`src/verilog/gated_timer_pkg.sv`:
```
// constants, field layouts and carrier types of the gated timer
package gated_timer_pkg;

  // ==========================================================
  // register map (byte addresses)
  localparam logic [7:0] OFS_CONTROL    = 8'h00;
  localparam logic [7:0] OFS_PERIOD     = 8'h04;
  localparam logic [7:0] OFS_COUNT      = 8'h08;
  localparam logic [7:0] OFS_IRQ_STATUS = 8'h0C;
  localparam logic [7:0] OFS_IRQ_MASK   = 8'h10;
  localparam logic [7:0] OFS_IRQ_CONFIG = 8'h14;

  // ==========================================================
  // control register field positions
  localparam int BIT_TIMER_ON     = 15;
  localparam int BIT_STOP_IN_IDLE = 13;
  localparam int BIT_GATE_ACCUM   = 6;
  localparam int BIT_PRESCALE_HI  = 5;
  localparam int BIT_PRESCALE_LO  = 4;
  localparam int BIT_EXT_SYNC     = 2;
  localparam int BIT_CLOCK_SOURCE = 1;

  // irq status / mask layout
  localparam int BIT_IRQ_MATCH     = 0;
  localparam int BIT_IRQ_GATE_FALL = 1;
  localparam int IRQ_EVENTS        = 2;

  // irq config layout
  localparam int BIT_IRQ_ENABLE   = 0;
  localparam int BIT_IRQ_PRIO_LO  = 1;

  // ==========================================================
  // reset values
  localparam logic [15:0] RST_PERIOD = 16'hFFFF;
  localparam logic [15:0] RST_COUNT  = 16'h0000;

  // ==========================================================
  // prescaler terminal counts (ratio minus one)
  localparam logic [7:0] PRESCALE_LIM_1   = 8'h00;
  localparam logic [7:0] PRESCALE_LIM_8   = 8'h07;
  localparam logic [7:0] PRESCALE_LIM_64  = 8'h3F;
  localparam logic [7:0] PRESCALE_LIM_256 = 8'hFF;

  localparam logic [1:0] HTRANS_NONSEQ = 2'b10;
  localparam logic [2:0] HSIZE_WORD    = 3'b010;

  typedef struct packed {
    logic       timer_on;
    logic       stop_in_idle;
    logic       gate_accum_enable;
    logic [1:0] prescale_select;
    logic       ext_clock_sync_select;
    logic       clock_source_select;
  } control_s;

  typedef struct packed {
    logic       active;
    logic       write;
    logic [7:0] addr;
  } bus_phase_s;

endpackage

```
`src/verilog/gated_timer.sv`:
```
// 16-bit gated timer/counter with period match and AHB-Lite registers
//
// Our own choices: the address map and the AHB-Lite slave port.
`timescale 1ns/1ps

// Overview of operation
// - one 16-bit count register serves as interval timer/counter or as a time base tick.
// - modes are internal timer, synchronised external counter and raw external counter.
// - the flag rises on a period match, or in gated mode on a falling gate edge.
// - the timer may keep counting while the processor is in idle or sleep.
// - the match compares against a period register loaded by software.
// - control bits 5 and 4 choose the prescaler ratio applied to the selected clock.
// - bit 2 chooses synchronised or unsynchronised external clock counting.
// - bit 13 halts the timer in idle when 1 and lets it run when 0.
// - with the internal clock, bit 6 turns gated accumulation on when 1.
// - with the external clock selected, bit 6 has no effect.
// - the sync bit acts only with the external clock and is ignored otherwise.
module gated_timer (
  input  wire logic        hclk,
  input  wire logic        hresetn,
  input  wire logic        hsel,
  input  wire logic [31:0] haddr,
  input  wire logic [1:0]  htrans,
  input  wire logic        hwrite,
  input  wire logic [2:0]  hsize,
  input  wire logic [31:0] hwdata,
  input  wire logic        hready,
  output logic             hreadyout,
  output logic [31:0]      hrdata,
  output logic             hresp,
  input  wire logic        ext_clk_pin,
  input  wire logic        gate_pin,
  input  wire logic        cpu_idle,
  input  wire logic        cpu_sleep,
  output logic             irq,
  output logic [2:0]       irq_priority,
  output logic             match_tick
);

  // ==========================================================
  // state
  gated_timer_pkg::control_s              ctrl_reg;
  gated_timer_pkg::control_s              ctrl_next;
  gated_timer_pkg::bus_phase_s            phase_reg;
  gated_timer_pkg::bus_phase_s            phase_next;
  logic [15:0]                            period_reg;
  logic [15:0]                            period_next;
  logic [15:0]                            count_reg;
  logic [15:0]                            count_next;
  logic [gated_timer_pkg::IRQ_EVENTS-1:0] status_reg;
  logic [gated_timer_pkg::IRQ_EVENTS-1:0] status_next;
  logic [gated_timer_pkg::IRQ_EVENTS-1:0] mask_reg;
  logic [gated_timer_pkg::IRQ_EVENTS-1:0] mask_next;
  logic [gated_timer_pkg::IRQ_EVENTS-1:0] event_set;
  logic [gated_timer_pkg::IRQ_EVENTS-1:0] status_clr;
  logic                                   irq_enable_reg;
  logic                                   irq_enable_next;
  logic [2:0]                             irq_priority_reg;
  logic [2:0]                             irq_priority_next;
  logic [31:0]                            hrdata_reg;
  logic [31:0]                            hrdata_next;
  logic                                   irq_reg;
  logic                                   irq_next;
  logic                                   match_tick_reg;
  logic                                   match_tick_next;
  logic                                   ready_reg;

  // timing path
  logic                                   ext_rise_sync;
  logic                                   ext_rise_async;
  logic                                   gate_fall;
  logic                                   ext_tick;
  logic                                   src_tick;
  logic                                   run_allowed;
  logic                                   pre_tick_in;
  logic                                   count_tick;
  logic                                   take_addr;
  logic                                   wr_word;
  logic                                   is_match;
  logic [15:0]                            ctrl_view;

  // ==========================================================
  // pin edges and prescaler
  pin_edge_detect u_pins (
    .hclk           (hclk),
    .hresetn        (hresetn),
    .ext_clk_pin    (ext_clk_pin),
    .gate_pin       (gate_pin),
    .ext_rise_sync  (ext_rise_sync),
    .ext_rise_async (ext_rise_async),
    .gate_fall      (gate_fall)
  );

  // prescaler cleared while off, so every start begins a full ratio
  tick_prescaler u_prescale (
    .hclk            (hclk),
    .hresetn         (hresetn),
    .clear           (~ctrl_reg.timer_on),
    .prescale_select (ctrl_reg.prescale_select),
    .tick_in         (pre_tick_in),
    .tick_out        (count_tick)
  );

  // ==========================================================
  // clock source, gating and power modes
  always_comb begin
    // only looked at with the external clock
    ext_tick = ctrl_reg.ext_clock_sync_select ? ext_rise_sync : ext_rise_async;
    if (ctrl_reg.clock_source_select) begin
      src_tick = ext_tick;
    end else if (ctrl_reg.gate_accum_enable) begin
      src_tick = gate_pin;
    end else begin
      src_tick = 1'b1;
    end
    // sleep stops the core clock, so only the raw external path survives
    run_allowed = ctrl_reg.timer_on
                & ~(cpu_idle & ctrl_reg.stop_in_idle)
                & ~(cpu_sleep & ~(ctrl_reg.clock_source_select
                                  & ~ctrl_reg.ext_clock_sync_select));
    pre_tick_in = src_tick & run_allowed;
  end

  // ==========================================================
  // bus address phase
  always_comb begin
    take_addr  = hsel & hready & (htrans == gated_timer_pkg::HTRANS_NONSEQ);
    phase_next = '0;
    if (take_addr) begin
      phase_next.active = 1'b1;
      phase_next.write  = hwrite & (hsize == gated_timer_pkg::HSIZE_WORD);
      phase_next.addr   = haddr[7:0];
    end
    // writes land at the data phase edge; a read in that cycle sees the old value
    wr_word = phase_reg.active & phase_reg.write;
  end

  always_comb begin
    ctrl_view = 16'h0000;
    ctrl_view[gated_timer_pkg::BIT_TIMER_ON]     = ctrl_reg.timer_on;
    ctrl_view[gated_timer_pkg::BIT_STOP_IN_IDLE] = ctrl_reg.stop_in_idle;
    ctrl_view[gated_timer_pkg::BIT_GATE_ACCUM]   = ctrl_reg.gate_accum_enable;
    ctrl_view[gated_timer_pkg::BIT_PRESCALE_HI:gated_timer_pkg::BIT_PRESCALE_LO] =
      ctrl_reg.prescale_select;
    ctrl_view[gated_timer_pkg::BIT_EXT_SYNC]     = ctrl_reg.ext_clock_sync_select;
    ctrl_view[gated_timer_pkg::BIT_CLOCK_SOURCE] = ctrl_reg.clock_source_select;
  end

  // ==========================================================
  // read data, captured at the address phase so it leaves a flop
  always_comb begin
    hrdata_next = 32'h0000_0000;
    status_clr  = '0;
    if (take_addr && !hwrite) begin
      unique case (haddr[7:0])
        gated_timer_pkg::OFS_CONTROL:    hrdata_next = {16'h0000, ctrl_view};
        gated_timer_pkg::OFS_PERIOD:     hrdata_next = {16'h0000, period_reg};
        gated_timer_pkg::OFS_COUNT:      hrdata_next = {16'h0000, count_reg};
        gated_timer_pkg::OFS_IRQ_STATUS: begin
          // only the bits shown are cleared, so no set is lost unseen
          hrdata_next[gated_timer_pkg::IRQ_EVENTS-1:0] = status_reg;
          status_clr = status_reg;
        end
        gated_timer_pkg::OFS_IRQ_MASK:
          hrdata_next[gated_timer_pkg::IRQ_EVENTS-1:0] = mask_reg;
        gated_timer_pkg::OFS_IRQ_CONFIG: begin
          hrdata_next[gated_timer_pkg::BIT_IRQ_ENABLE] = irq_enable_reg;
          hrdata_next[gated_timer_pkg::BIT_IRQ_PRIO_LO +: 3] = irq_priority_reg;
        end
        default: hrdata_next = 32'h0000_0000;
      endcase
    end
  end

  // ==========================================================
  // register writes (data phase)
  always_comb begin
    ctrl_next         = ctrl_reg;
    period_next       = period_reg;
    mask_next         = mask_reg;
    irq_enable_next   = irq_enable_reg;
    irq_priority_next = irq_priority_reg;
    if (wr_word) begin
      unique case (phase_reg.addr)
        gated_timer_pkg::OFS_CONTROL: begin
          ctrl_next.timer_on          = hwdata[gated_timer_pkg::BIT_TIMER_ON];
          ctrl_next.stop_in_idle      = hwdata[gated_timer_pkg::BIT_STOP_IN_IDLE];
          ctrl_next.gate_accum_enable = hwdata[gated_timer_pkg::BIT_GATE_ACCUM];
          // code stored as written, decoded in the prescaler
          ctrl_next.prescale_select   =
            hwdata[gated_timer_pkg::BIT_PRESCALE_HI:gated_timer_pkg::BIT_PRESCALE_LO];
          ctrl_next.ext_clock_sync_select = hwdata[gated_timer_pkg::BIT_EXT_SYNC];
          ctrl_next.clock_source_select   = hwdata[gated_timer_pkg::BIT_CLOCK_SOURCE];
        end
        gated_timer_pkg::OFS_PERIOD:   period_next = hwdata[15:0];
        gated_timer_pkg::OFS_IRQ_MASK:
          mask_next = hwdata[gated_timer_pkg::IRQ_EVENTS-1:0];
        // interrupt enable and priority set last by software
        gated_timer_pkg::OFS_IRQ_CONFIG: begin
          irq_enable_next   = hwdata[gated_timer_pkg::BIT_IRQ_ENABLE];
          irq_priority_next = hwdata[gated_timer_pkg::BIT_IRQ_PRIO_LO +: 3];
        end
        default: ctrl_next = ctrl_reg;
      endcase
    end
  end

  // ==========================================================
  // counter and events
  always_comb begin
    // compare against period
    // compare before the increment, so the period value itself is counted
    is_match = (count_reg == period_reg);
    count_next = count_reg;
    // wrap to zero on the increment after a match
    if (count_tick) begin
      count_next = is_match ? 16'h0000 : count_reg + 16'h0001;
    end
    // software write to the count wins over a tick in the same cycle
    if (wr_word && phase_reg.addr == gated_timer_pkg::OFS_COUNT) begin
      count_next = hwdata[15:0];
    end
    event_set = '0;
    event_set[gated_timer_pkg::BIT_IRQ_MATCH] = count_tick & is_match;
    event_set[gated_timer_pkg::BIT_IRQ_GATE_FALL] =
      gate_fall & ctrl_reg.timer_on & ctrl_reg.gate_accum_enable
      & ~ctrl_reg.clock_source_select;
    // a set in the clearing cycle survives
    status_next     = (status_reg & ~status_clr) | event_set;
    irq_next        = irq_enable_next & (|(status_next & mask_next));
    match_tick_next = event_set[gated_timer_pkg::BIT_IRQ_MATCH];
  end

  // ==========================================================
  // registers
  always_ff @(posedge hclk or negedge hresetn) begin
    if (!hresetn) begin
      // implemented control bits reset to zero
      ctrl_reg         <= '0;
      phase_reg        <= '0;
      // all ones keeps the match far away until software loads a period
      period_reg       <= gated_timer_pkg::RST_PERIOD;
      count_reg        <= gated_timer_pkg::RST_COUNT;
      status_reg       <= '0;
      mask_reg         <= '0;
      irq_enable_reg   <= 1'b0;
      irq_priority_reg <= 3'h0;
      hrdata_reg       <= 32'h0000_0000;
      irq_reg          <= 1'b0;
      match_tick_reg   <= 1'b0;
    end else begin
      ctrl_reg         <= ctrl_next;
      phase_reg        <= phase_next;
      period_reg       <= period_next;
      count_reg        <= count_next;
      status_reg       <= status_next;
      mask_reg         <= mask_next;
      irq_enable_reg   <= irq_enable_next;
      irq_priority_reg <= irq_priority_next;
      hrdata_reg       <= hrdata_next;
      irq_reg          <= irq_next;
      match_tick_reg   <= match_tick_next;
    end
  end

  // zero wait states and always OKAY: a constant-reset flop keeps outputs registered
  always_ff @(posedge hclk or negedge hresetn) begin
    if (!hresetn) begin
      ready_reg <= 1'b1;
    end else begin
      ready_reg <= 1'b1;
    end
  end

  // ==========================================================
  // outputs
  // copies of flops: only the inverter on hresp sits between a register and a pin
  always_comb begin
    hreadyout    = ready_reg;
    hresp        = ~ready_reg;
    hrdata       = hrdata_reg;
    irq          = irq_reg;
    irq_priority = irq_priority_reg;
    match_tick   = match_tick_reg;
  end

endmodule

```
`src/verilog/pin_edge_detect.sv`:
```
// edge detection of the external clock and gate pins
`timescale 1ns/1ps
module pin_edge_detect (
  input  wire logic hclk,
  input  wire logic hresetn,
  input  wire logic ext_clk_pin,
  input  wire logic gate_pin,
  output logic      ext_rise_sync,
  output logic      ext_rise_async,
  output logic      gate_fall
);

  logic ext_s1_reg, ext_s2_reg, ext_s3_reg, ext_raw_reg, gate_reg;

  // ==========================================================
  // edges
  // synced path adds two cycles of latency, raw path reacts at once
  always_comb begin
    ext_rise_sync  = ext_s2_reg & ~ext_s3_reg;
    ext_rise_async = ext_clk_pin & ~ext_raw_reg;
    gate_fall      = gate_reg & ~gate_pin;
  end

  always_ff @(posedge hclk or negedge hresetn) begin
    if (!hresetn) begin
      ext_s1_reg  <= 1'b0;
      ext_s2_reg  <= 1'b0;
      ext_s3_reg  <= 1'b0;
      ext_raw_reg <= 1'b0;
      gate_reg    <= 1'b0;
    end else begin
      ext_s1_reg  <= ext_clk_pin;
      ext_s2_reg  <= ext_s1_reg;
      ext_s3_reg  <= ext_s2_reg;
      ext_raw_reg <= ext_clk_pin;
      gate_reg    <= gate_pin;
    end
  end

endmodule

```
`src/verilog/tick_prescaler.sv`:
```
// selectable 1:1 / 1:8 / 1:64 / 1:256 tick divider
`timescale 1ns/1ps
module tick_prescaler (
  input  wire logic       hclk,
  input  wire logic       hresetn,
  input  wire logic       clear,
  input  wire logic [1:0] prescale_select,
  input  wire logic       tick_in,
  output logic            tick_out
);

  logic [7:0] div_reg;
  logic [7:0] div_next;
  logic [7:0] limit;

  // ==========================================================
  // ratio decode
  always_comb begin
    unique case (prescale_select)
      2'b00: limit = gated_timer_pkg::PRESCALE_LIM_1;
      2'b01: limit = gated_timer_pkg::PRESCALE_LIM_8;
      2'b10: limit = gated_timer_pkg::PRESCALE_LIM_64;
      2'b11: limit = gated_timer_pkg::PRESCALE_LIM_256;
    endcase
    tick_out = tick_in & (div_reg >= limit);
    div_next = div_reg;
    if (clear) begin
      div_next = 8'h00;
    end else if (tick_out) begin
      div_next = 8'h00;
    end else if (tick_in) begin
      div_next = div_reg + 8'h01;
    end
  end

  always_ff @(posedge hclk or negedge hresetn) begin
    if (!hresetn) begin
      div_reg <= 8'h00;
    end else begin
      div_reg <= div_next;
    end
  end

endmodule
```
`config.mk`:
```
export PLATFORM = sky130hd
export DESIGN_NAME = gated_timer
export DESIGN_NICKNAME = d
export VERILOG_FILES = /design/src/verilog/gated_timer_pkg.sv /design/src/verilog/gated_timer.sv /design/src/verilog/pin_edge_detect.sv /design/src/verilog/tick_prescaler.sv
export SDC_FILE = /design/constraint.sdc
export NUM_CORES = 1
export LEC_CHECK = 0
export ABC_CLOCK_PERIOD_IN_PS = 2500
export BUFFER_PORTS_ARGS = -buffer_cell sky130_fd_sc_hd__clkbuf_2
export CAP_MARGIN = 20
export CORE_MARGIN = 8
export CORE_UTILIZATION = 35
export CTS_BUF_LIST = sky130_fd_sc_hd__clkbuf_4 sky130_fd_sc_hd__clkbuf_8 sky130_fd_sc_hd__clkbuf_16
export DETAILED_ROUTE_END_ITERATION = 7
export GPL_TIMING_DRIVEN = 0
export PLACE_DENSITY = 0.57
export SKIP_LAST_GASP = 1
export SLEW_MARGIN = 10
export SYNTH_ARGS = -nofsm -noshare
export SYNTH_HDL_FRONTEND = slang
export SYNTH_SLANG_ARGS = --single-unit
```
`constraint.sdc`:
```
create_clock -name hclk -period 2.5 [get_ports hclk]
set_input_delay 0.375 -clock hclk [delete_from_list [all_inputs] [get_ports hclk]]
set_output_delay 0.375 -clock hclk [all_outputs]
set_load 0.02 [all_outputs]
```
After elaboration in Yosys (flattened, before gate mapping)
Index checks and enable logic that the tools add are counted.
- bits of input ports: 78
- logic and storage cells: 105
- output and inout port bits: 39
- flip-flop bits (word level): 103
- reduce and logical (&&, ||, !) cells: 11
- muxes and demuxes: 21
- bitwise operators: 31
- eq/ne operators: 16
- $lt $le $gt $ge: 1
- add/sub/neg operators: 2
- operators by type and width (operator ; count):
    2-to-1 mux 16 bit ; 4
    one-hot mux 12 bit (3 select lines) ; 1
    == test 8 x 5 -> 1 bit, second input constant ; 4
    one-hot mux 8 bit (4 select lines) ; 1
    == test 8 x 4 -> 1 bit, second input constant ; 3
    2-to-1 mux 8 bit ; 3
    bitwise AND 1 bit ; 19
    adder 16 x 1 -> 16 bit, second input constant ; 1
    == test 16 bit ; 1
    == test 8 x 3 -> 1 bit, second input constant ; 2
    zero test 8 bit ; 2
    one-hot mux 2 bit (6 select lines) ; 1
    2-to-1 mux 10 bit ; 1
    adder 8 x 1 -> 8 bit, second input constant ; 1
    greater-or-equal comparator 8 bit ; 1
    2-to-1 mux 2 bit ; 4
    NOT 1 bit ; 8
    one-hot mux 2 bit (4 select lines) ; 1
    == test 2 bit, second input constant ; 3
    AND reduction 2 bit ; 3
    2-to-1 mux 1 bit ; 5
    bitwise AND 2 bit ; 2
    == test 3 x 2 -> 1 bit, second input constant ; 1
    != test 3 x 1 -> 1 bit, second input constant ; 1
    other kinds (8) ; 9

Depth between registers and ports, before layout
Gate-level depths: netlist of the first run.
- depth after elaboration: 13
- gate-level depth with buffers: 9
- gate-level depth less buffers: 8

Modules after synthesis
From an unflattened synthesis of the first run, not the netlist that was laid out.
- cells, all modules: 434
- area, all modules: 4704.5 um^2
- by module, submodules not included (module ; seq. area each (um^2) ; instances ; area an instance (um^2) ; cells an instance):
    gated_timer ; 1896.8 ; 1 ; 3921.3 ; 357
    tick_prescaler ; 200.2 ; 1 ; 641.9 ; 70
    pin_edge_detect ; 100.1 ; 1 ; 141.4 ; 7

Least setup slack after synthesis of the first run
OpenSTA, ideal clock, no wires.
- path type: reg2reg
- start: register ctrl_reg[3] (netlist name)
- end: register u_prescale.div_reg[3]
- cell stages (with the launch flop): 9
- arrival: 2101 ps
- data required time: 2417 ps
- clock period less this slack: 2184 ps
- path buffers: 0
- path slack: 316 ps
- setup time: 83 ps
- cell sequence: dfrtp_1 inv_1 ha_1 and4_1 and2_1 a211oi_2 nand2_2 or4b_1 o21ai_0
- word-level cells in the longest chain between the ends: 6
- elaborated cells between the ends (all ways): 10
- those cells by class: 1 x order compare; 4 x eq/ne; 3 x mux; 1 x bitwise; 1 x reduce/logical
- ends and longest elaborated chain (what ; RTL line ; text):
    start: declaration ; gated_timer.sv:42 ; gated_timer_pkg::control_s ctrl_reg;
    start signal: assignment ; gated_timer.sv:252 ; ctrl_reg <= ctrl_next;
    == test 2 bit (tied with other cells) ; tick_prescaler.sv:19 ; unique case (prescale_select)
    one-hot mux 8 bit (4 select lines) (*) ; tick_prescaler.sv:19 ;
    greater-or-equal comparator 8 bit (*) ; tick_prescaler.sv:25 ; tick_out = tick_in & (div_reg >= limit);
    bitwise AND 1 bit (*) ; tick_prescaler.sv:25 ;
    2-to-1 mux 8 bit ; tick_prescaler.sv:29 ; end else if (tick_out) begin
    2-to-1 mux 8 bit ; tick_prescaler.sv:27 ; if (clear) begin
    end signal: assignment ; tick_prescaler.sv:40 ; div_reg <= div_next;
    end: declaration ; tick_prescaler.sv:12 ; logic [7:0] div_reg;
Every way passes the cells marked *; elsewhere a longest branch is shown, timed or not.
A chain may end at the register's enable or synchronous reset.

Worst setup path after layout of the first run
- start: register ctrl_reg[3] (netlist name)
- end: register count_reg[0]
- word-level cells in the longest chain between the ends: 5
- elaborated cells between the ends (all ways): 8
- those cells by class: 1 x order compare; 3 x eq/ne; 1 x mux; 1 x bitwise; 2 x reduce/logical
- ends and longest elaborated chain (what ; RTL line ; text):
    == test 2 bit (tied with other cells) ; tick_prescaler.sv:19 ;
    one-hot mux 8 bit (4 select lines) (*) ; tick_prescaler.sv:19 ;
    greater-or-equal comparator 8 bit (*) ; tick_prescaler.sv:25 ;
    bitwise AND 1 bit (*) ; tick_prescaler.sv:25 ;
    nonzero test 2 bit (no line) (*) ; -- ;
    end signal: assignment ; gated_timer.sv:243 ; count_reg <= gated_timer_pkg::RST_COUNT;
    end signal: assignment ; gated_timer.sv:255 ; count_reg <= count_next;
    end: declaration ; gated_timer.sv:48 ; logic [15:0] count_reg;
Marks and branches as above.

==> metrics.md, run 1 <==
| Metric | Value |
|---|---|
| Clk slew on worst S/H paths | `0.06 ns` |
| Antenna-violating nets left | `0` |
| Buf/Inv on CP | `1` |
| Crit path from | `ctrl_reg[3]$_DFFE_PN0P_` |
| Most frequent cell after synthesis | `dfrtp_1` |
| Number of core rows | `41` |
| Netlist cell types | `59` |
| Status | `finished clean` |
| Dpl cell area | `5150 sq um` |
| CTS Sinks | `87` |
| Vias | `around 3,600` |
| Final count of negative-setup-slack endpoints | `0` |
| CP Class | `register to register` |
| Post-CTS Hold Buffers | `0` |
| Synthesized area | `4560 sq um` |
| H-tree levels | `3` |
| Filler cells | `1,242` |
| CP max stage delay | `between 0.4 and 0.5 ns` |
| Clock network power share | `0.469` |
| Residual DRC | `0` |
| Starting Density | `0.360` |
| Synth Area in Simple Gates | `0.186` |
| Total Die Area | `16,900 sq um` |
| Share of cells above drive strength 1 | `0.306` |
| Max-slew headroom | `0.540` |
| Worst slew pin tran | `0.687 ns` |
| R2R depth | `8` |
| Gpl congestion | `between 0.8 and 0.9` |
| Fraction of synthesized area in multiplexers | `0.0870` |
| Sw Ratio | `0.225` |
| Int Power | `around 2.5 mW` |
| Top_reg_cell synth | `dfrtp_1` |
| Design Area, Final | `roughly 5600 sq um` |
| First-pass GRT wire length | `19.0 mm` |
| Post-synth EDFFs | `0` |
| Max_cap viols | `0` |
| FF-to-FF End | `count_reg[0]$_DFFE_PN0P_` |
| CTS tree | `built` |
| Tmin final | `2.36 ns` |
| Pwr dens | `579 nW/um^2` |
| Setup slack, reg-to-reg | `around 0.14 ns` |
| Avg WL per Cell | `16.6 um` |
| Final Total Pwr | `around 3.2 mW` |
| RR Startpoint | `ctrl_reg[3]$_DFFE_PN0P_` |
| Max-slew violation count | `0` |
| Final period util | `0.943` |
| Post-Synth XOR/XNOR Area | `0.0404` |
| Overflow after GRT | `0` |
| Area leader, netlist | `dfrtp_1` |
| TritonRoute pass-1 iters | `4` |
| Pleak | `2.60 nW` |
| Crit-path max FO | `10` |
| Synth top area cells | `dfrtp_1, dfstp_2, mux2_2` |
| Ports | `approximately 120` |
| Clk buf depth | `2` |
| Clock skew | `0.00545 ns` |
| Routed vias/inst | `slightly above 5` |
| Antenna violations before repair | `0` |
| Chip Height | `130 um` |
| Sequential area share after synthesis | `0.482` |
| Total Wirelength | `11.8 mm` |
| Largest net degree at the start of global routing | `54` |
| Synth Area in Adders | `0.0220` |
| Area growth from synthesis to layout | `22.7%` |
| Port Buffers | `58` |
| F_max | `about 420 MHz` |
| Post-DP HPWL | `roughly 8.9 mm` |
| Root Buffer | `clkbuf_16` |
| Die Width | `~130 um` |
| Async SR Flop Fraction | `1.00` |
| Slowest cell on crit path | `dfrtp_2` |
| Top cell type's share of synthesized area | `0.390` |
| CP Cell Sequence | `nand2_1 > ha_1 > and4_1 > and2_1 > a211oi_4 > clkbuf_4 > nor3_1 > a221o_1` |
| Worst Setup EP | `count_reg[0]$_DFFE_PN0P_` |
| Combinational Power Share | `0.073` |
| Synth Area in Compound Gates | `0.128` |
| NumNets Final | `620` |
| Post-synthesis area per instance | `just over 10 sq um` |
| TritonCTS Buffers | `9` |
| Core area | `roughly 13,000 sq um` |
| Final hold vios | `0` |
| Peak VDD IR | `0.000292 V` |
| Setup crit start kind | `register` |
| CP Depth | `8` |
| Sequential power share | `0.458` |
| WHS | `between 0.03 and 0.04 ns` |
| CP Data Arrival Time | `2.59 ns` |
| CP required | `2.73 ns` |
| First DRT Iteration DRCs | `~180` |
| Commonest cells post-synth | `dfrtp_1, nor2_1, mux2_2, nand2_1, nand3_1` |
| P_sw | `727 uW` |
| Largest family of logic cells by synthesized area | `simple AND/OR/NAND/NOR gates` |
| Top cell family by delay on the critical path | `compound AO/OA/AOI/OAI gates` |
| Synthesis Warnings | `0` |
| Worst min path class | `input pin to async pin` |
| Post-Syn Instances | `440` |
| All-Layer GR Usage | `0.146` |
| Worst skew pair latency | `around 0.34 ns` |
| Vias in the first global route | `3,702` |
| Number of synthesized register bits | `87` |
| Setup crit end kind | `register` |
| Ant. Diodes | `0` |
-- layout by cell type, fill, tap and decap left out, drive strengths merged, types with 3 or more instances in the layout --
cell	instances
nand4	6
a21oi	18
and4b	3
ha	8
o21ai	15
dfstp	16
a211o	5
a221o	5
o21bai	6
mux2	29
a22oi	9
and3	6
nor2b	4
nor4	8
xor2	19
clkbuf	83
nand2b	4
nor3	11
and2	14
dfrtp	71
nor2	38
mux2i	7
nand3	23
buf	34
nand2	27
inv	6
a21boi	5
nand3b	3
conb	18
-- per-layer routing --
metal | part of all wire | track usage
met5 | 0 | 0
met4 | 0.013 | 0.0526
met3 | 0.054 | 0.0339
met2 | 0.48 | 0.236
met1 | 0.45 | 0.186
-- area by class of cell --
class	count	area, sq um	area share
multi-input cells	325	2210	0.395
flip-flops and latches	87	2200	0.393
repair buffers	67	380	0.0680
clock buffers	12	267	0.0476
plain buffers	38	225	0.0403
well taps	172	215	0.0385
clock inverters	4	76.3	0.0136
inverters	6	22.5	0.00403
-- power groups by stage --
| stage | registers, mW | clock network (mW) | logic [mW] |
|---|---|---|---|
| finish | 1.48 | 1.52 | 0.237 |
| CTS | 1.48 | 1.55 | 0.234 |
| detailed placement | 1.51 | 0 | 0.233 |
| global placement | 1.51 | 0 | 0.224 |
| global route | 1.49 | 1.60 | 0.263 |
| floorplan | 1.50 | 0 | 0.135 |
-- timing repair --
action                     in CTS  in global routing
resized for setup               1                 11
buffers inserted                3                  5
pin swaps                       1                  3
setup endpoints to repair       6                 19
-- worst min-delay path by stage --
stage                                  endpoint  slack (ns)  cells past startpoint                    startpoint
floorplan              count_reg[0]$_DFFE_PN0P_        0.08                      0                       hresetn
global route                hrdata[4]$_DFF_PN0_        0.07                      1                       hresetn
global placement    u_pins.ext_s3_reg$_DFF_PN0_        0.36                      0   u_pins.ext_s2_reg$_DFF_PN0_
detailed placement  u_pins.ext_s2_reg$_DFF_PN0_        0.38                      0  u_pins.ext_raw_reg$_DFF_PN0_
CTS                         hrdata[4]$_DFF_PN0_        0.05                      1                       hresetn
finish                      hrdata[4]$_DFF_PN0_        0.03                      1                       hresetn
-- logic make-up (layout without fill, tap and decap cells) --
family | after synthesis | count (layout)
muxes | 36 | 36
adders and majority gates | 8 | 8
and+or+nand+nor | 159 | 159
buffers and inverters | 44 | 127
AOI/OAI and AO/OA | 83 | 83
DFF | 87 | 87
xor gates and xnor gates | 21 | 21
other | 2 | 18
-- through the flow --
step	utilization	TNS, ns	setup WS, ns	std cells
after floorplan	-	0	0.316	456
after global placement	0.404	-0.00168	-0.00168	686
after detailed placement	0.407	-0.139	-0.0551	687
after CTS	0.436	-0.0120	-0.00659	706
after global routing	0.441	-0.00254	-0.00254	711
final	0.441	0	0.142	711
-- worst register-to-register path: cells and delay by family (launching register included) --
family,cells,cell delay [ns]
AO/OA/AOI/OAI,2,0.65
flip-flops,1,0.42
adder cells (fa/ha/maj),1,0.32
buffers and inverters,1,0.31
AND/OR/NAND/NOR,4,0.56
(Power assumes the default switching activity.)
==> run 2: changes to the inputs <==
--- a/config.mk
+++ b/config.mk
@@ -10,9 +10,8 @@
 export CAP_MARGIN = 20
 export CORE_MARGIN = 8
 export CORE_UTILIZATION = 35
-export CTS_BUF_LIST = sky130_fd_sc_hd__clkbuf_4 sky130_fd_sc_hd__clkbuf_8 sky130_fd_sc_hd__clkbuf_16
+export CTS_BUF_LIST = sky130_fd_sc_hd__clkbuf_16
 export DETAILED_ROUTE_END_ITERATION = 7
-export GPL_TIMING_DRIVEN = 0
 export PLACE_DENSITY = 0.57
 export SKIP_LAST_GASP = 1
 export SLEW_MARGIN = 10
==> run 2 against run 1 <==
Net effect:
- global-route usage decreased by 0.13 points
- sequential power about the same
- via count decreased by 0.97%
- sequential cell count unchanged
- register-to-register slack got worse by 0.02 ns
- hold slack improved by 0.046 ns
- non-clock buffer count decreased by 9
- clock-buffer cell count decreased by 3
- critical path type unchanged
- total power decreased by 9.5%
- clock power decreased by 19%
- wire length decreased by 2.0%
- sequential share of layout area increased by 0.88 points
==> metrics.md, run 2 (synthesis results as in run 1) <==
| Metric | Value |
|---|---|
| Pwr dens | `536 nW/um^2 (-7.4%)` |
| Final count of negative-setup-slack endpoints | `0 (unchanged)` |
| Antenna violations before repair | `0 (unchanged)` |
| H-tree levels | `3 (unchanged)` |
| Tmin final | `2.38 ns (+0.0167 ns)` |
| Ports | `117 (unchanged)` |
| CP Class | `register to register` |
| Post-DP HPWL | `8.90 mm (-0.50%)` |
| Gpl congestion | `0.842 (-1.5%)` |
| Chip Height | `130 um (unchanged)` |
| Worst slew pin tran | `0.684 ns (-0.00321 ns)` |
| Starting Density | `0.360 (unchanged)` |
| First DRT Iteration DRCs | `133 (-24%)` |
| Max-slew violation count | `0 (unchanged)` |
| Overflow after GRT | `0 (unchanged)` |
| Max-slew headroom | `0.544 (+0.00383)` |
| Ant. Diodes | `0 (unchanged)` |
| Total Wirelength | `11.6 mm (-2.0%)` |
| Vias in the first global route | `3,748 (+1.2%)` |
| Post-Layout Cell Count | `702 (-1.3%)` |
| Final period util | `0.950 (+0.00669)` |
| Final hold vios | `0 (unchanged)` |
| Peak VDD IR | `0.000228 V (-22%)` |
| Die Width | `130 um (unchanged)` |
| Root Buffer | `clkbuf_16` |
| Area growth from synthesis to layout | `20.0%` |
| Largest net degree at the start of global routing | `54 (unchanged)` |
| First-pass GRT wire length | `18.9 mm (-0.80%)` |
| F_max | `421 MHz (-0.70%)` |
| Worst min path class | `input pin to async pin` |
| CTS tree | `built` |
| Port Buffers | `58 (unchanged)` |
| Setup crit end kind | `register` |
| Clk slew on worst S/H paths | `0.06 ns (about the same)` |
| Clk buf depth | `2 (unchanged)` |
| Routed vias/inst | `5.10 (+0.30%)` |
| NumNets Final | `611 (-1.5%)` |
| Setup slack, reg-to-reg | `0.12 ns (-0.02 ns)` |
| Crit-path max FO | `7 (-3)` |
| Clock skew | `0.00663 ns (+0.00118 ns)` |
| Core area | `12,700 sq um (unchanged)` |
| Total Die Area | `16,900 sq um (unchanged)` |
| Number of core rows | `41 (unchanged)` |
| TNS Setup | `0 ns (unchanged)` |
| TritonCTS Buffers | `9 (unchanged)` |
| Setup crit start kind | `register` |
| CP Data Arrival Time | `2.59 ns (about the same)` |
| All-Layer GR Usage | `0.144 (-0.00125)` |
| Avg WL per Cell | `16.5 um (-0.75%)` |
| Design Area, Final | `5470 sq um (-2.2%)` |
| Commonest cells after routing, fill and taps aside | `dfrtp_1, clkbuf_2, nor2_1, buf_4, mux2_2` |
| Worst skew pair latency | `0.34 ns (about the same)` |
| Vias | `3,579 (-0.97%)` |
| CTS Sinks | `87 (unchanged)` |
| Status | `finished clean` |
| Final Total Pwr | `2.93 mW (-9.5%)` |
| Residual DRC | `0 (unchanged)` |
| Dpl cell area | `5170 sq um (+0.29%)` |
| Commonest non-fill, non-tap cell in the layout | `dfrtp_1` |
| Antenna-violating nets left | `0 (unchanged)` |
| CP required | `2.72 ns (about the same)` |
| DP Cell Count | `683 (-0.58%)` |
| TritonRoute pass-1 iters | `4 (unchanged)` |
| Share of cells above drive strength 1 | `0.306 (-0.000462)` |
| Pleak | `2.55 nW (-1.7%)` |
| Max_cap viols | `0 (unchanged)` |
-- run 2: final timing paths --
path,cells after the start,to,start
worst max-delay path,10,count_reg[3]$_DFFE_PN0P_,ctrl_reg[2]$_DFFE_PN0P_
worst min-delay path,1,hrdata[5]$_DFF_PN0_,hresetn
worst max register to register,10,count_reg[3]$_DFFE_PN0P_,ctrl_reg[2]$_DFFE_PN0P_
worst min register to register,0,u_pins.ext_s3_reg$_DFF_PN0_,u_pins.ext_s2_reg$_DFF_PN0_
max in group asynchronous,2,period_reg[6]$_DFFE_PN1P_,hresetn
min in group hclk,1,u_pins.ext_raw_reg$_DFF_PN0_,ext_clk_pin
-- run 2: power breakdown --
part           leakage (nW)  switching [mW]  internal [mW]
Clock                 0.129           0.556          0.672
Sequential             1.11          0.0287           1.45
Combinational          1.31           0.137         0.0848
Total                  2.55           0.722           2.21
-- run 2: routing by layer --
metal,track usage,share of wire
met4,0.0540,0.0092
met5,0,0
met3,0.0310,0.045
met1,0.179,0.46
met2,0.241,0.49
-- run 2: timing repair --
item	in CTS	in global routing
gates resized for setup	0	3
setup endpoints to repair	0	9
buffers inserted	0	2
hold buffers	0	0
-- run 2: area by class of cell --
type / count / area [sq um]
multi-input combinational: 325 / 2180
tap: 172 / 215
clock buffer: 9 / 225
timing repair buffer: 96 / 576
inverter: 6 / 22.5
clock inverter: 7 / 50.0
sequential: 87 / 2200
fill: 1241 / 7200
-- run 2: per-stage QoR --
stage,hold slack (ns),worst slack (ns),util
after CTS,0.0958,0.0571,0.430
after detailed placement,0.365,0.0877,0.408
after floorplan,0.0794,0.316,-
after global routing,0.138,-0.00767,0.432
after global placement,0.362,0.115,0.408
final,0.0786,0.125,0.432
-- run 2: worst max-delay path: stages (launching register included) --
cell      delay [ns]
dfrtp_1         0.40
nand2_1         0.10
ha_1            0.32
and4_1          0.22
o211a_1         0.19
a211oi_2        0.09
buf_4           0.19
o21ai_1         0.16
buf_4           0.17
o21ai_0         0.09
a211o_1         0.32
==> run 3: changes to the inputs <==
--- a/config.mk
+++ b/config.mk
@@ -8,11 +8,12 @@
 export ABC_CLOCK_PERIOD_IN_PS = 2500
 export BUFFER_PORTS_ARGS = -buffer_cell sky130_fd_sc_hd__clkbuf_2
 export CAP_MARGIN = 20
-export CORE_MARGIN = 8
+export CORE_MARGIN = 3
 export CORE_UTILIZATION = 35
 export CTS_BUF_LIST = sky130_fd_sc_hd__clkbuf_16
 export DETAILED_ROUTE_END_ITERATION = 7
 export PLACE_DENSITY = 0.57
+export RECOVER_POWER = 50
 export SKIP_LAST_GASP = 1
 export SLEW_MARGIN = 10
 export SYNTH_ARGS = -nofsm -noshare
==> run 3 against run 2 <==
Net effect:
- core utilization is 0.19 points lower
- highest routed layer unchanged
- largest power group unchanged
- cell area shrank 0.43%
- wire length down 3.6%
==> metrics.md, run 3 (synthesis results as in run 1) <==
| Metric | Value |
|---|---|
| Crit-path max FO | `7 (unchanged)` |
| CP dominant cell by count | `buf_4` |
| Pleak | `2.53 nW (-0.78%)` |
| Port Buffers | `58 (unchanged)` |
| CP required | `2.75 ns (+0.03 ns)` |
| CP Data Arrival Time | `2.66 ns (+0.07 ns)` |
| Peak VDD IR | `0.000247 V (+8.2%)` |
| CP Class | `register to register` |
| TNS Setup | `0 ns (unchanged)` |
| TritonCTS Buffers | `9 (unchanged)` |
| Core area | `12,700 sq um (unchanged)` |
| Max-slew headroom | `0.236 (-0.308)` |
| RSZ-0062 raised after global routing | `yes` |
| H-tree levels | `3 (unchanged)` |
| Clk slew on worst S/H paths | `0.06 ns (about the same)` |
| Worst slew pin tran | `1.15 ns (+0.462 ns)` |
| Setup crit start kind | `register` |
| Ant. Diodes | `0 (unchanged)` |
| NumNets Final | `611 (unchanged)` |
| Starting Density | `0.360 (unchanged)` |
| Final period util | `0.964 (+0.0141)` |
| Status | `finished clean` |
| Largest net degree at the start of global routing | `45 (-17%)` |
| Filler cells | `1,251 (+0.81%)` |
| CP max stage delay | `0.40 ns (about the same)` |
| Antenna violations before repair | `0 (unchanged)` |
| TritonRoute pass-1 iters | `4 (unchanged)` |
| Slowest cell on crit path | `dfrtp_1` |
| CTS Sinks | `87 (unchanged)` |
| Routed vias/inst | `5.05 (-0.89%)` |
| Share of cells above drive strength 1 | `0.296 (-0.00943)` |
| Vias in the first global route | `3,625 (-3.3%)` |
| Residual DRC | `0 (unchanged)` |
| Buf/Inv on CP | `3 (+1)` |
| Tmin final | `2.41 ns (+0.0352 ns)` |
| Vias | `3,547 (-0.89%)` |
| Max_cap viols | `0 (unchanged)` |
| Worst min path class | `input pin to register` |
| Top cell family by delay on the critical path | `compound AO/OA/AOI/OAI gates` |
| Ports | `117 (unchanged)` |
| Total Wirelength | `11.2 mm (-3.6%)` |
| Commonest non-fill, non-tap cell in the layout | `dfrtp_1` |
| Total Die Area | `14,400 sq um (-15%)` |
| First-pass GRT wire length | `18.4 mm (-2.5%)` |
| Final hold vios | `0 (unchanged)` |
| Max-slew violation count | `0 (unchanged)` |
| All-Layer GR Usage | `0.162 (+0.0174)` |
| Setup crit end kind | `register` |
| Avg WL per Cell | `15.9 um (-3.6%)` |
| Clk buf depth | `2 (unchanged)` |
| Final Total Pwr | `2.90 mW (-1.0%)` |
| F_max | `415 MHz (-1.5%)` |
| First DRT Iteration DRCs | `193 (+45%)` |
| Crit path from | `ctrl_reg[2]$_DFFE_PN0P_` |
| Number of core rows | `41 (unchanged)` |
| Core Util, Final | `0.430 (-0.00188)` |
| Post-DP HPWL | `8.43 mm (-5.3%)` |
| Clock skew | `0.0104 ns (+0.00380 ns)` |
| CTS tree | `built` |
| Final count of negative-setup-slack endpoints | `0 (unchanged)` |
| Root Buffer | `clkbuf_16` |
| Worst skew pair latency | `0.34 ns (about the same)` |
| Commonest cells after routing, fill and taps aside | `dfrtp_1, clkbuf_2, nor2_1` |
| Hold_sp | `gate_pin` |
| Chip Height | `120 um (-7.7%)` |
| Overflow after GRT | `0 (unchanged)` |
| CP Cell Sequence | `nand2_1 > ha_1 > and4_1 > o211a_1 > a211oi_2 > buf_4 > buf_4 > o31ai_1 > buf_4 > nand2_1 > a21boi_0` |
| Die Width | `120 um (-7.7%)` |
| Dpl cell area | `5170 sq um (about the same)` |
| Setup slack, reg-to-reg | `0.09 ns (-0.04 ns)` |
| Gpl congestion | `0.864 (+2.6%)` |
| Antenna-violating nets left | `0 (unchanged)` |
| Area growth from synthesis to layout | `19.5%` |
| RR Startpoint | `ctrl_reg[2]$_DFFE_PN0P_` |
| Pwr dens | `532 nW/um^2 (-0.58%)` |
| Design Area, Final | `5450 sq um (-0.43%)` |
-- run 3: cell count changes in the layout (fill, tap and decap cells not counted), sizes merged --
| cell | delta |
|---|---|
| buf | -3 |
| clkbuf | +3 |
| clkinv | -2 |
| inv | +2 |
-- run 3: power by group --
part,switching (mW),internal (mW),total (mW),leakage (nW)
sequential,0.0290,1.45,1.48,1.11
clock,0.539,0.664,1.20,0.128
combinational,0.136,0.0816,0.217,1.29
total,0.704,2.19,2.90,2.53
-- run 3: timing repair --
| action | CTS | global route |
|---|---|---|
| hold buffers | 0 | 0 |
| setup buffers | 0 | 4 |
| endpoints found under the setup margin | 0 | 9 |
| hold endpoints to repair | 0 | 0 |
| resized for setup | 0 | 3 |
-- run 3: worst register-to-register path: stages (launching register included) --
cell and delay (ns):
dfrtp_1 0.40, nand2_1 0.11, ha_1 0.34, and4_1 0.20
o211a_1 0.18, a211oi_2 0.08, buf_4 0.18, buf_4 0.14
o31ai_1 0.29, buf_4 0.18, nand2_1 0.05, a21boi_0 0.16
-- run 3: final timing paths --
check                                              end  depth (start not counted)
max in group asynchronous         hrdata[14]$_DFF_PN0_                          2
min in group asynchronous          hrdata[5]$_DFF_PN0_                          1
min                          u_pins.gate_reg$_DFF_PN0_                          1
min reg2reg                u_pins.ext_s2_reg$_DFF_PN0_                          0
max reg2reg                              irq$_DFF_PN0_                         11
max                                      irq$_DFF_PN0_                         11
-- run 3: stage by stage --
stage          std cells  setup slack, ns  hold slack [ns]
6_report             702           0.0898            0.173
5_1_grt              702         -0.00548            0.181
4_1_cts              697           0.0670           0.0567
3_5_place_dp         681           0.0883            0.363
3_3_place_gp         681            0.160            0.362
2_1_floorplan        456            0.316           0.0794
-- run 3: cell type report --
type,instances,area (sq um),area share
well taps,172,215,0.0395
inverters,6,22.5,0.00414
clock buffers,9,225,0.0414
clock inverters,7,40.0,0.00735
repair buffers,96,564,0.104
multi-input cells,325,2180,0.401
flip-flops and latches,87,2200,0.403
-- run 3: layer usage --
layer | global-route usage | vias to the layer above | routed length (um) | share of wire
li1 | - | 1730 | - | -
met1 | 0.223 | 1726 | 5260 | 0.47
met2 | 0.249 | 74 | 5230 | 0.47
met3 | 0.0320 | 17 | 468 | 0.042
met4 | 0.0673 | 0 | 195 | 0.017
met5 | 0 | - | 0 | 0
